$ cat src/pkg/uedw_pkg.sv
// Shared constants and carrier types of the endpoint descriptor walker
`default_nettype none
package uedw_pkg;
    // ************************************************
    // Endpoint descriptor layout
    // ************************************************
    localparam int NODE_HI = 6, NODE_LO = 0;
    localparam int PIPE_HI = 10, PIPE_LO = 7;
    localparam int WAY_HI = 12, WAY_LO = 11;
    localparam int RATE_B = 13, BYP_B = 14, FMT_B = 15;
    localparam int PKT_HI = 26, PKT_LO = 16;
    localparam int STOP_B = 0, TOG_B = 1;
    localparam int PTR_HI = 31, PTR_LO = 4;
    localparam logic [1:0] IDX_W0 = 2'h0;
    localparam logic [1:0] IDX_W1 = 2'h1;
    localparam logic [1:0] IDX_W2 = 2'h2;
    localparam logic [1:0] IDX_W3 = 2'h3;
    localparam logic [1:0] BYTE_LO = 2'h0;
    localparam logic [1:0] ZERO_BITS = 2'h0;
    localparam logic [3:0] NIB_ZERO = 4'h0;
    localparam logic [27:0] PTR_NULL = 28'h0000000;

    // ************************************************
    // Transfer descriptor fields and flow codes
    // ************************************************
    localparam int DP_HI = 20, DP_LO = 19;
    localparam int TSRC_B = 25, TVAL_B = 24;
    localparam logic [1:0] WAY_OUT = 2'h1;
    localparam logic [1:0] WAY_IN = 2'h2;

    // ************************************************
    // Register map
    // ************************************************
    localparam logic [7:0] REG_CTRL = 8'h00;
    localparam logic [7:0] REG_LIST = 8'h04;
    localparam logic [7:0] REG_DONE = 8'h08;
    localparam logic [7:0] REG_STAT = 8'h0C;
    localparam logic [7:0] REG_CNT = 8'h10;
    localparam int RUN_B = 0;
    localparam logic [1:0] RESP_OK = 2'h0;
    localparam logic [1:0] RESP_DEC = 2'h3;

    // ************************************************
    // Carriers
    // ************************************************
    typedef enum logic [7:0] {
        ST_IDLE   = 8'h01,
        ST_ED_RD  = 8'h02,
        ST_ED_CHK = 8'h04,
        ST_TD_RD  = 8'h08,
        ST_XFER   = 8'h10,
        ST_TD_WB  = 8'h20,
        ST_ED_WB  = 8'h40,
        ST_NEXT   = 8'h80
    } uedw_st_e;

    typedef struct packed {
        logic        valid;
        logic        we;
        logic [31:0] addr;
        logic [31:0] wdata;
    } uedw_mem_s;

    typedef struct packed {
        logic        valid;
        logic [31:0] td_addr;
        logic [6:0]  node;
        logic [3:0]  pipe;
        logic [1:0]  dir;
        logic        low_speed;
        logic        iso;
        logic [10:0] max_pkt;
        logic        toggle;
    } uedw_xfer_s;

    typedef struct packed {
        logic        run;
        logic [31:0] list;
        logic        done_clr;
    } uedw_ctl_s;

    typedef struct packed {
        logic        busy;
        logic [31:0] done;
        logic [15:0] eds;
        logic [15:0] halts;
    } uedw_stat_s;
endpackage : uedw_pkg
`default_nettype wire

$ cat src/hdl/uedw_axil.sv
// AXI4-Lite register slave of the endpoint descriptor walker
`timescale 1ns/1ns
`default_nettype none
module uedw_axil #(
    parameter int ADDR_W = 8
) (
    input  wire logic               mclk,
    input  wire logic               rst_b,
    input  wire logic [ADDR_W-1:0]  awaddr,
    input  wire logic               awvalid,
    output logic                    awready,
    input  wire logic [31:0]        wdata,
    input  wire logic [3:0]         wstrb,
    input  wire logic               wvalid,
    output logic                    wready,
    output logic [1:0]              bresp,
    output logic                    bvalid,
    input  wire logic               bready,
    input  wire logic [ADDR_W-1:0]  araddr,
    input  wire logic               arvalid,
    output logic                    arready,
    output logic [31:0]             rdata,
    output logic [1:0]              rresp,
    output logic                    rvalid,
    input  wire logic               rready,
    output uedw_pkg::uedw_ctl_s     ctl,
    input  wire uedw_pkg::uedw_stat_s stat
);
    typedef struct packed {
        logic              aw_got;
        logic [7:0]        aw_a;
        logic              w_got;
        logic [31:0]       w_d;
        logic [3:0]        w_s;
        logic              awready;
        logic              wready;
        logic              arready;
        logic              bvalid;
        logic [1:0]        bresp;
        logic              rvalid;
        logic [1:0]        rresp;
        logic [31:0]       rdata;
        uedw_pkg::uedw_ctl_s ctl;
    } uedw_axs_s;

    uedw_axs_s st;
    uedw_axs_s next_st;

    // ************************************************
    // Write and read channels
    // ************************************************
    always_comb begin
        next_st = st;
        next_st.ctl.done_clr = 1'b0;
        if (awvalid && st.awready) begin
            next_st.aw_got = 1'b1;
            next_st.aw_a   = 8'(awaddr);
        end
        if (wvalid && st.wready) begin
            next_st.w_got = 1'b1;
            next_st.w_d   = wdata;
            next_st.w_s   = wstrb;
        end
        if (bvalid && bready) begin
            next_st.bvalid = 1'b0;
        end
        // Address and data may arrive in either order
        if (st.aw_got && st.w_got && !st.bvalid) begin
            next_st.aw_got = 1'b0;
            next_st.w_got  = 1'b0;
            next_st.bvalid = 1'b1;
            next_st.bresp  = uedw_pkg::RESP_OK;
            for (int b = 0; b < 4; b++) begin
                if (st.w_s[b]) begin
                    unique case (st.aw_a)
                        uedw_pkg::REG_CTRL: begin
                            if (b == 0) next_st.ctl.run = st.w_d[uedw_pkg::RUN_B];
                        end
                        uedw_pkg::REG_LIST: next_st.ctl.list[b*8 +: 8] = st.w_d[b*8 +: 8];
                        uedw_pkg::REG_DONE: next_st.ctl.done_clr = 1'b1;
                        uedw_pkg::REG_STAT, uedw_pkg::REG_CNT: ;
                        default: next_st.bresp = uedw_pkg::RESP_DEC;
                    endcase
                end
            end
        end
        next_st.awready = !next_st.aw_got && !next_st.bvalid;
        next_st.wready  = !next_st.w_got && !next_st.bvalid;
        if (rvalid && rready) begin
            next_st.rvalid = 1'b0;
        end
        if (arvalid && st.arready) begin
            next_st.rvalid = 1'b1;
            next_st.rresp  = uedw_pkg::RESP_OK;
            unique case (8'(araddr))
                uedw_pkg::REG_CTRL: next_st.rdata = {31'h0, st.ctl.run};
                uedw_pkg::REG_LIST: next_st.rdata = st.ctl.list;
                uedw_pkg::REG_DONE: next_st.rdata = stat.done;
                uedw_pkg::REG_STAT: next_st.rdata = {31'h0, stat.busy};
                uedw_pkg::REG_CNT:  next_st.rdata = {stat.halts, stat.eds};
                default: begin
                    next_st.rdata = 32'h0;
                    next_st.rresp = uedw_pkg::RESP_DEC;
                end
            endcase
        end
        next_st.arready = !next_st.rvalid;
    end

    always_ff @(posedge mclk) begin
        if (!rst_b) begin
            st <= '0;
        end else begin
            st <= next_st;
        end
    end

    assign awready = st.awready;
    assign wready  = st.wready;
    assign arready = st.arready;
    assign bvalid  = st.bvalid;
    assign bresp   = st.bresp;
    assign rvalid  = st.rvalid;
    assign rresp   = st.rresp;
    assign rdata   = st.rdata;
    assign ctl     = st.ctl;
endmodule : uedw_axil
`default_nettype wire

$ cat src/hdl/uedw_walker.sv
// Endpoint descriptor list walker with its register slave
`timescale 1ns/1ns
`default_nettype none
module uedw_walker #(
    parameter int ADDR_W = 8
) (
    input  wire logic                 mclk,
    input  wire logic                 rst_b,
    input  wire logic [ADDR_W-1:0]    awaddr,
    input  wire logic                 awvalid,
    output logic                      awready,
    input  wire logic [31:0]          wdata,
    input  wire logic [3:0]           wstrb,
    input  wire logic                 wvalid,
    output logic                      wready,
    output logic [1:0]                bresp,
    output logic                      bvalid,
    input  wire logic                 bready,
    input  wire logic [ADDR_W-1:0]    araddr,
    input  wire logic                 arvalid,
    output logic                      arready,
    output logic [31:0]               rdata,
    output logic [1:0]                rresp,
    output logic                      rvalid,
    input  wire logic                 rready,
    output uedw_pkg::uedw_mem_s       mem_req,
    input  wire logic                 mem_ack,
    input  wire logic [31:0]          mem_rdata,
    output uedw_pkg::uedw_xfer_s      xfer_req,
    input  wire logic                 xfer_done,
    input  wire logic                 xfer_err,
    input  wire logic                 xfer_tog
);
    typedef struct packed {
        uedw_pkg::uedw_st_e  ph;
        logic [1:0]          idx;
        logic [27:0]         cur;
        logic [3:0][31:0]    ed;
        logic [31:0]         td0;
        logic [31:0]         td2;
        logic                stop;
        logic                tog;
        uedw_pkg::uedw_mem_s  mem;
        uedw_pkg::uedw_xfer_s xf;
        uedw_pkg::uedw_stat_s sta;
    } uedw_ws_s;

    uedw_ws_s            st;
    uedw_ws_s            next_st;
    uedw_pkg::uedw_ctl_s ctl;

    // ************************************************
    // Register slave
    // ************************************************
    uedw_axil #(
        .ADDR_W (ADDR_W)
    ) u_regs (
        .mclk    (mclk),
        .rst_b   (rst_b),
        .awaddr  (awaddr),
        .awvalid (awvalid),
        .awready (awready),
        .wdata   (wdata),
        .wstrb   (wstrb),
        .wvalid  (wvalid),
        .wready  (wready),
        .bresp   (bresp),
        .bvalid  (bvalid),
        .bready  (bready),
        .araddr  (araddr),
        .arvalid (arvalid),
        .arready (arready),
        .rdata   (rdata),
        .rresp   (rresp),
        .rvalid  (rvalid),
        .rready  (rready),
        .ctl     (ctl),
        .stat    (st.sta)
    );

    // ************************************************
    // Descriptor field views
    // ************************************************
    logic        byp;
    logic        halt;
    logic        empty;
    logic [27:0] head;
    logic [27:0] link;
    logic [1:0]  way;
    logic        retire;

    assign byp    = st.ed[uedw_pkg::IDX_W0][uedw_pkg::BYP_B];
    assign halt   = st.ed[uedw_pkg::IDX_W2][uedw_pkg::STOP_B];
    assign head   = st.ed[uedw_pkg::IDX_W2][uedw_pkg::PTR_HI:uedw_pkg::PTR_LO];
    // Low nibbles of the tail and link words are software-owned
    assign empty  = st.ed[uedw_pkg::IDX_W1][uedw_pkg::PTR_HI:uedw_pkg::PTR_LO] == head;
    assign link   = st.ed[uedw_pkg::IDX_W3][uedw_pkg::PTR_HI:uedw_pkg::PTR_LO];
    assign way    = st.ed[uedw_pkg::IDX_W0][uedw_pkg::WAY_HI:uedw_pkg::WAY_LO];
    assign retire = st.ph == uedw_pkg::ST_TD_WB && mem_ack;

    // ************************************************
    // Walk sequencer
    // ************************************************
    always_comb begin
        next_st = st;
        if (st.mem.valid && mem_ack) begin
            next_st.mem.valid = 1'b0;
        end
        // Done queue retirement wins over a software clear
        if (ctl.done_clr && !retire) begin
            next_st.sta.done = 32'h0;
        end
        unique case (st.ph)
            uedw_pkg::ST_IDLE: begin
                next_st.sta.busy = 1'b0;
                if (ctl.run && ctl.list[uedw_pkg::PTR_HI:uedw_pkg::PTR_LO] != uedw_pkg::PTR_NULL) begin
                    next_st.sta.busy  = 1'b1;
                    next_st.cur       = ctl.list[uedw_pkg::PTR_HI:uedw_pkg::PTR_LO];
                    next_st.idx       = uedw_pkg::IDX_W0;
                    next_st.mem.valid = 1'b1;
                    next_st.mem.we    = 1'b0;
                    next_st.mem.addr  = {ctl.list[uedw_pkg::PTR_HI:uedw_pkg::PTR_LO],
                                         uedw_pkg::IDX_W0, uedw_pkg::BYTE_LO};
                    next_st.ph        = uedw_pkg::ST_ED_RD;
                end
            end
            uedw_pkg::ST_ED_RD: begin
                if (mem_ack) begin
                    next_st.ed[st.idx] = mem_rdata;
                    if (st.idx == uedw_pkg::IDX_W3) begin
                        next_st.ph = uedw_pkg::ST_ED_CHK;
                    end else begin
                        next_st.idx       = st.idx + 2'h1;
                        next_st.mem.valid = 1'b1;
                        next_st.mem.addr  = {st.cur, st.idx + 2'h1, uedw_pkg::BYTE_LO};
                    end
                end
            end
            uedw_pkg::ST_ED_CHK: begin
                next_st.sta.eds = st.sta.eds + 16'h1;
                if (byp || halt) begin
                    next_st.ph = uedw_pkg::ST_NEXT;
                end else if (empty) begin
                    next_st.ph = uedw_pkg::ST_NEXT;
                end else begin
                    next_st.idx       = uedw_pkg::IDX_W0;
                    next_st.mem.valid = 1'b1;
                    next_st.mem.we    = 1'b0;
                    next_st.mem.addr  = {head, uedw_pkg::IDX_W0, uedw_pkg::BYTE_LO};
                    next_st.ph        = uedw_pkg::ST_TD_RD;
                end
            end
            uedw_pkg::ST_TD_RD: begin
                if (mem_ack && st.idx == uedw_pkg::IDX_W0) begin
                    next_st.td0       = mem_rdata;
                    next_st.idx       = uedw_pkg::IDX_W2;
                    next_st.mem.valid = 1'b1;
                    next_st.mem.addr  = {head, uedw_pkg::IDX_W2, uedw_pkg::BYTE_LO};
                end else if (mem_ack) begin
                    next_st.td2           = mem_rdata;
                    next_st.xf.valid      = 1'b1;
                    next_st.xf.td_addr    = {head, uedw_pkg::NIB_ZERO};
                    next_st.xf.node       = st.ed[0][uedw_pkg::NODE_HI:uedw_pkg::NODE_LO];
                    next_st.xf.pipe       = st.ed[0][uedw_pkg::PIPE_HI:uedw_pkg::PIPE_LO];
                    next_st.xf.low_speed  = st.ed[0][uedw_pkg::RATE_B];
                    next_st.xf.iso        = st.ed[0][uedw_pkg::FMT_B];
                    next_st.xf.max_pkt    = st.ed[0][uedw_pkg::PKT_HI:uedw_pkg::PKT_LO];
                    if (way == uedw_pkg::WAY_OUT || way == uedw_pkg::WAY_IN) begin
                        next_st.xf.dir = way;
                    end else begin
                        next_st.xf.dir = st.td0[uedw_pkg::DP_HI:uedw_pkg::DP_LO];
                    end
                    if (st.td0[uedw_pkg::TSRC_B]) begin
                        next_st.xf.toggle = st.td0[uedw_pkg::TVAL_B];
                    end else begin
                        next_st.xf.toggle = st.ed[uedw_pkg::IDX_W2][uedw_pkg::TOG_B];
                    end
                    next_st.ph = uedw_pkg::ST_XFER;
                end
            end
            uedw_pkg::ST_XFER: begin
                if (xfer_done) begin
                    next_st.xf.valid = 1'b0;
                    next_st.stop     = xfer_err;
                    next_st.tog      = st.xf.iso ? st.ed[uedw_pkg::IDX_W2][uedw_pkg::TOG_B] : xfer_tog;
                    // Finished item links to the previous done head
                    next_st.mem.valid = 1'b1;
                    next_st.mem.we    = 1'b1;
                    next_st.mem.addr  = {head, uedw_pkg::IDX_W2, uedw_pkg::BYTE_LO};
                    next_st.mem.wdata = {st.sta.done[uedw_pkg::PTR_HI:uedw_pkg::PTR_LO], uedw_pkg::NIB_ZERO};
                    next_st.ph        = uedw_pkg::ST_TD_WB;
                end
            end
            uedw_pkg::ST_TD_WB: begin
                if (mem_ack) begin
                    next_st.sta.done  = {head, uedw_pkg::NIB_ZERO};
                    // Only word 2 of the endpoint is ever written
                    next_st.mem.valid = 1'b1;
                    next_st.mem.addr  = {st.cur, uedw_pkg::IDX_W2, uedw_pkg::BYTE_LO};
                    next_st.mem.wdata = {st.td2[uedw_pkg::PTR_HI:uedw_pkg::PTR_LO],
                                         uedw_pkg::ZERO_BITS, st.tog, st.stop};
                    next_st.ph        = uedw_pkg::ST_ED_WB;
                end
            end
            uedw_pkg::ST_ED_WB: begin
                if (mem_ack) begin
                    next_st.ed[uedw_pkg::IDX_W2] = st.mem.wdata;
                    if (st.stop) begin
                        next_st.sta.halts = st.sta.halts + 16'h1;
                    end
                    // One item per visit keeps the list fair
                    next_st.ph = uedw_pkg::ST_NEXT;
                end
            end
            uedw_pkg::ST_NEXT: begin
                if (link == uedw_pkg::PTR_NULL) begin
                    next_st.ph = uedw_pkg::ST_IDLE;
                end else begin
                    next_st.cur       = link;
                    next_st.idx       = uedw_pkg::IDX_W0;
                    next_st.mem.valid = 1'b1;
                    next_st.mem.we    = 1'b0;
                    next_st.mem.addr  = {link, uedw_pkg::IDX_W0, uedw_pkg::BYTE_LO};
                    next_st.ph        = uedw_pkg::ST_ED_RD;
                end
            end
            default: begin
                next_st.ph = uedw_pkg::ST_IDLE;
            end
        endcase
    end

    always_ff @(posedge mclk) begin
        if (!rst_b) begin
            st    <= '0;
            st.ph <= uedw_pkg::ST_IDLE;
        end else begin
            st <= next_st;
        end
    end

    assign mem_req  = st.mem;
    assign xfer_req = st.xf;
endmodule : uedw_walker
`default_nettype wire

$ cat config.mk
export PLATFORM = sky130hd
export DESIGN_NAME = uedw_walker
export DESIGN_NICKNAME = d
export VERILOG_FILES = /design/src/pkg/uedw_pkg.sv /design/src/hdl/uedw_axil.sv /design/src/hdl/uedw_walker.sv
export SDC_FILE = /design/constraint.sdc
export NUM_CORES = 1
export LEC_CHECK = 0
export BUFFER_PORTS_ARGS = -buffer_cell sky130_fd_sc_hd__buf_2
export CAP_MARGIN = 0
export CORE_AREA = 2 2 207 209
export DETAILED_ROUTE_END_ITERATION = 10
export DIE_AREA = 0 0 209 211
export PLACE_DENSITY = 0.72
export SLEW_MARGIN = 20
export SYNTH_ARGS = -nofsm -noshare
export SYNTH_HDL_FRONTEND = slang
export SYNTH_SLANG_ARGS = --single-unit
$ cat constraint.sdc
create_clock -name mclk -period 3.1 [get_ports mclk]
set_clock_uncertainty 0.05 [all_clocks]
set_input_delay 0.31 -clock mclk [delete_from_list [all_inputs] [get_ports mclk]]
set_output_delay 0.31 -clock mclk [all_outputs]
set_load 0.005 [all_outputs]
==> results.yml, run 1 <==
die:
  core_um2: 41800
  io_pins: 262
  start_util: 0.508
  placementRows: 75
  vertical_extent_of_the_die_um: 211
  die_area_um2: 44100
  die_w_um: 209
drt:
  first_pass_iters: 9
  routed_via_density: 5.82
  ant_nets: 0
  dr_total_vias: 19106
  drc: 0
  detail_route.wirelength_um: 65900
  first_iter_violations: 2346
  drt-wirelength-per-cell_um: 20.1
layout:
  num_antenna_cells: 0
  fraction_of_layout_cells_with_a_size_suffix_above_1: 0.162
  num-nets-final: 2803
  finalNonFillerCells: 3281
  final_design_area_no_fill_um2: 24300
  area_delta_synth_final_pct: 14.7
timing:
  timing_hold_violations_final: 0
  timing.fmax_mhz: 346
  slew_violations: 0
  hold_slack_ns: 0.0541
  setup-violations-final: 0
  grt_setup_unrepaired: "no"
  worstMarginPinSlew_ns: 0.679
  min_period_ns: 2.89
  slew-limit-headroom: 0.546
  final.setup.tns_ns: 0
  layout_worst_path_cycle_share: 0.933
setup_path:
  critPathMostFrequentCell: "buf_4"
  r2r_setup_slack_ns: 0.21
  critical_path.endpoint_type: "flip-flop"
  r2r-start: "st[415]"
  worst_path_largest_cell_delay_ns: 0.53
  cp.arrival_ns: 3.28
  critPathTopFamily: "simple AND/OR/NAND/NOR gates"
  setup.worst_path.start_class: "flip-flop"
  worst_ep_required_time_ns: 3.49
  critPathBufInv: 2
  timing.critical_path.cells: "nor4_2 -> nand4b_1 -> buf_4 -> nand3_1 -> nor4_4 -> buf_4 -> a222oi_1 -> a311oi_2"
  timing.rr.end: "mem_req[55]"
  reg2reg_depth: 8
  cp_max_fanout: 32
  cpMaxStageDelayCell: "nor4_2"
  path_class: "reg -> reg"
place:
  detailed_place.area_um2: 21800
  place_hpwl_um: 45500
  placedCellCount: 3113
  numPortBuffers: 253
  finalWeightedCongestion: 0.919
synthesis:
  yosysUniqueCellTypes: 65
  synth_top_cells_by_area: "dfxtp_1, nand2_1, a21oi_1, buf_4, a311oi_1"
  synth-edff-count: 0
  proportion_of_synthesized_flip_flops_having_asynchronous_set_or_reset: 0
  postSynthRegisterBits: 487
  yosysMostFrequentCell: "nand2_1"
  synth.cell_area_um2: 21200
  synth_flop_cell: "dfxtp_1"
  yosys.area.top_type_share: 0.460
  synth_top_cell_by_area: "dfxtp_1"
  syn_inst: 2613
  synth.top_cells.by_count: "nand2_1, dfxtp_1, a21oi_1"
  synth_area_per_cell_um2: 8.11
  synth.yosys.warnings: 0
  yosysSeqAreaShare: 0.460
power:
  static-leakage-power_nw: 8.53
  power.density_cell_area_nw_per_um2: 542
  ir_worst_vdd_v: 0.000408
clocking:
  cts_num_sinks: 487
  tritoncts: "yes"
  cts_buffer_count: 49
  clock-root-buffer: "clkbuf_16"
  worstSkewPairLatency_ns: 0.59
  path_clk_slew_ns: 0.06
  postCtsSetupBuffers: 0
  h-tree-depth: 2
  cts.path.max_buffers: 3
  cts.hold.buffers_added: 77
  cts_repair_resize_count: 0
hold_path:
  hold_path.startpoint: "mem_rdata[25]"
  hold_path_class: "in -> reg"
  min_delay_path_depth: 3
  min_delay_worst_endpoint: "st[314]"
grt:
  grt_start_max_net_pins: 99
  grtUsageTotal: 0.294
  grt_antenna_before_repair: 0
  number_of_global_route_vias_before_repair: 17972
  grt_first_pass_wirelength_um: 102000
  grt-ovfl-total: 0
flow_run:
  cap_violations: 0
status:
  run_status: "finished clean"
[worst max path at each step]
stage | depth (start not counted) | end | slack, ns | startpoint
floorplan | 10 | mem_req[54] | 0.78 | st[419]
global placement | 8 | mem_req[38] | 0.32 | st[415]
detailed placement | 8 | mem_req[55] | 0.31 | st[415]
CTS | 8 | mem_req[42] | 0.26 | st[419]
global route | 8 | mem_req[51] | 0.001 | st[419]
finish | 8 | mem_req[55] | 0.21 | st[415]
[layer usage]
| metal | track usage | wire [um] | up-vias |
|---|---|---|---|
| li1 | - | - | 9095 |
| met3 | 0.0534 | 6210 | 99 |
| met5 | 0 | 0 | - |
| met2 | 0.459 | 29700 | 846 |
| met4 | 0.0852 | 1590 | 0 |
| met1 | 0.415 | 28400 | 9066 |
[power by group]
group	internal [mW]	switching (mW)	total [mW]
clock network	3.88	2.53	6.41
logic	0.163	0.266	0.429
registers	6.29	0.0283	6.32
[placed cells by master (no fill, tap or decap), types with 9 or more instances in the layout]
cell | netlist | final
nor2_1 | 208 | 207
nor3_1 | 21 | 20
and2_1 | 13 | 13
a21oi_2 | 11 | 10
o21ai_0 | 16 | 16
xor2_1 | 15 | 15
nor3b_1 | 31 | 31
a311oi_2 | 10 | 10
a222oi_1 | 59 | 59
a2bb2oi_1 | 31 | 31
nand2_1 | 635 | 634
xnor2_1 | 38 | 38
buf_12 | 0 | 9
and3_1 | 11 | 11
dfxtp_1 | 487 | 487
a21oi_1 | 314 | 314
nand4_1 | 19 | 19
buf_4 | 167 | 56
clkbuf_8 | 0 | 10
clkinv_2 | 0 | 10
buf_2 | 23 | 253
clkbuf_16 | 0 | 50
a311oi_1 | 105 | 105
dlygate4sd3_1 | 0 | 77
nand3_1 | 114 | 114
nor4_1 | 17 | 17
[layout make-up]
type / count / area, um^2
fill: 3696 / 17500
sequential: 487 / 9750
multi-input combinational: 1762 / 9450
timing repair buffer: 395 / 2640
clock buffer: 68 / 1420
tap: 539 / 674
clock inverter: 23 / 342
inverter: 7 / 33.8
[metrics by stage]
stage | util | power [mW] | setup slack [ns]
final | 0.582 | 13.2 | 0.206
after global routing | 0.582 | 13.6 | 0.00112
after CTS | 0.582 | 13.2 | 0.260
after detailed placement | 0.521 | 6.80 | 0.311
after global placement | 0.521 | 6.80 | 0.319
after floorplan | - | 6.64 | 0.776
[worst reg2reg max path: stages, from the launching register on]
cell	delay [ns]
dfxtp_1	0.37
nor4_2	0.54
nand4b_1	0.27
buf_4	0.35
nand3_1	0.21
nor4_4	0.05
buf_4	0.26
a222oi_1	0.49
a311oi_2	0.16
[state kept, by name (all words and copies together), names as in the netlist, 28 cells and up]
register	flops
head	28
link	28
mem_req	62
st	192
u_regs.ctl	34
u_regs.rdata	32
u_regs.st	46
xfer_req	56
[logic make-up (layout without fill, tap and decap cells)]
group | count (synthesis) | in the layout | synth area share
AOI/OAI and AO/OA | 567 | 567 | 0.182
buffers and inverters | 371 | 493 | 0.0981
DFF | 487 | 487 | 0.460
adders and majority gates | 7 | 7 | 0.00401
xor gates and xnor gates | 53 | 53 | 0.0219
muxes | 9 | 9 | 0.00431
and+or+nand+nor | 1118 | 1118 | 0.230
other | 1 | 8 | 0.000177
Power figures use the tool's default switching activity.
==> inputs of run 2 (changes only) <==
--- a/config.mk
+++ b/config.mk
@@ -7,10 +7,10 @@
 export LEC_CHECK = 0
 export BUFFER_PORTS_ARGS = -buffer_cell sky130_fd_sc_hd__buf_2
 export CAP_MARGIN = 0
-export CORE_AREA = 2 2 207 209
+export CORE_AREA = 2 2 234 236
 export DETAILED_ROUTE_END_ITERATION = 10
-export DIE_AREA = 0 0 209 211
-export PLACE_DENSITY = 0.72
+export DIE_AREA = 0 0 236 238
+export PLACE_DENSITY = 0.59
 export SLEW_MARGIN = 20
 export SYNTH_ARGS = -nofsm -noshare
 export SYNTH_HDL_FRONTEND = slang
==> results.yml, run 2 (synthesis results as in run 1) <==
layout:
  most-common-layout-cells: "nand2_1, dfxtp_1, a21oi_1"
  finalNonFillerCells: 3453
  num_antenna_cells: 0
  multi_input_gate_area_um2: 9450
  area_delta_synth_final_pct: 16.0
  registers.top_by_ff_count: "st"
  final_common_cell: "nand2_1"
  fillers: 5193
  final_util: 0.460
  num-nets-final: 2818
  largest_register_ffs: 192
  regArea_um2: 9750
  fraction_of_layout_cells_with_a_size_suffix_above_1: 0.162
timing:
  timing_hold_violations_final: 0
  slew-limit-headroom: 0.557
  timing.fmax_mhz: 356
  worstMarginPinSlew_ns: 0.662
  slew_violations: 0
  min_period_ns: 2.81
  grt_setup_unrepaired: "no"
  final.setup.tns_ns: 0
  worst_slack_ns: 0.292
  layout_worst_path_cycle_share: 0.906
  setup-violations-final: 0
drt:
  wl_met3_um: 5190
  first_pass_iters: 9
  drc: 0
  detail_route.wirelength_um: 68600
  routed_via_density: 5.50
  dr_total_vias: 19003
  wl_met2_um: 30200
  top_signal_layer_used: "met4"
  ant_nets: 0
  routedLengthMet1_um: 31500
  first_iter_violations: 1937
  drt-wirelength-per-cell_um: 19.9
setup_path:
  cpMaxStageDelayCell: "or4_1"
  setup.worst_path.start_class: "flip-flop"
  critical_path.endpoint: "mem_req[53]"
  cp-startpoint: "st[419]"
  path_class: "reg -> reg"
  critical_path.endpoint_type: "flip-flop"
  worst_ep_required_time_ns: 3.54
  reg2reg_depth: 8
  critPathTopFamily: "simple AND/OR/NAND/NOR gates"
  cp.arrival_ns: 3.25
  timing.rr.end: "mem_req[53]"
  critical_path_depth: 8
  cp_max_fanout: 13
  r2r-start: "st[419]"
  r2r_setup_slack_ns: 0.29
  critPathBufInv: 1
  worst_path_largest_cell_delay_ns: 0.62
  timing.critical_path.cells: "nor2_1 -> nand2_1 -> or4_1 -> o221ai_2 -> nor3b_4 -> and2_1 -> buf_4 -> a311oi_1"
grt:
  grtUsageTotal: 0.237
  grt_start_max_net_pins: 95
  number_of_global_route_vias_before_repair: 17951
  grt_first_pass_wirelength_um: 106000
  grt-ovfl-total: 0
  grt_antenna_before_repair: 0
clocking:
  cts.path.max_buffers: 3
  path_clk_slew_ns: 0.06
  postCtsSetupBuffers: 0
  tritoncts: "yes"
  h-tree-depth: 2
  cts_num_sinks: 487
  clock-root-buffer: "clkbuf_16"
  cts_repair_resize_count: 0
  cts.hold.buffers_added: 80
  cts_buffer_count: 51
  worstSkewPairLatency_ns: 0.61
power:
  power.density_cell_area_nw_per_um2: 527
  static-leakage-power_nw: 8.56
  total_power_mw: 13.0
  ir_worst_vdd_v: 0.000418
die:
  placementRows: 85
  core_um2: 53500
  start_util: 0.396
  io_pins: 262
  vertical_extent_of_the_die_um: 238
  die_area_um2: 56200
  die_w_um: 236
hold_path:
  hold_path_class: "in -> reg"
place:
  place_worst_setup_slack_ns: 0.361
  numPortBuffers: 253
  placedCellCount: 3280
  finalWeightedCongestion: 0.910
  place_hpwl_um: 48600
flow_run:
  cap_violations: 0
status:
  run_status: "finished clean"
run 2: changes by cell type in the layout (fill, tap and decap cells not counted), sizes merged:
cell	change
buf	+10
bufinv	-4
clkbuf	+9
clkinv	-2
dlygate4sd3	+3
inv	-1
run 2: final cells by class:
| cell class | instances | share of cell area |
|---|---|---|
| Clock inverter | 16 | 0.00830 |
| Clock buffer | 77 | 0.0604 |
| Timing Repair Buffer | 408 | 0.114 |
| Multi-Input combinational cell | 1762 | 0.384 |
| Tap cell | 696 | 0.0354 |
| Sequential cell | 487 | 0.397 |
| Inverter | 7 | 0.00137 |
run 2: per-layer routing:
layer  global-route usage  vias to the layer above
li1                     -                     9126
met1                0.336                     9068
met2                0.368                      705
met3               0.0401                      104
met4               0.0714                        0
met5                    0                        -
run 2: metrics by stage:
| stage | instance area, um^2 | hold WS [ns] |
|---|---|---|
| 3_5_place_dp | 22100 | 0.392 |
| 3_3_place_gp | 22100 | 0.386 |
| 6_report | 24600 | 0.0253 |
| 5_1_grt | 24600 | 0.0275 |
| 2_1_floorplan | 21200 | 0.372 |
| 4_1_cts | 24600 | 0.00138 |
run 2: how the worst min path moves through the flow:
stage                         startpoint             end  slack, ns  cells after the start
after global routing       mem_rdata[24]         st[281]       0.03                      3
after CTS                  mem_rdata[24]         st[217]      0.001                      3
final                      mem_rdata[24]         st[313]       0.03                      3
after global placement       xfer_req[9]     xfer_req[9]       0.39                      2
after detailed placement    xfer_req[18]    xfer_req[18]       0.39                      2
after floorplan           u_regs.st[120]  u_regs.awready       0.37                      1
run 2: worst register-to-register path: stages (launching register included):
cell and delay [ns]:
dfxtp_1 0.40, nor2_1 0.27, nand2_1 0.24, or4_1 0.62
o221ai_2 0.28, nor3b_4 0.09, and2_1 0.23, buf_4 0.23
a311oi_1 0.28
run 2: power breakdown:
group          total [mW]  leakage (nW)  internal, mW  switching [mW]
sequential           6.32          3.93          6.29          0.0283
clock                6.21         0.824          3.64            2.57
combinational       0.431          3.81         0.166           0.265
total                13.0          8.56          10.1            2.87
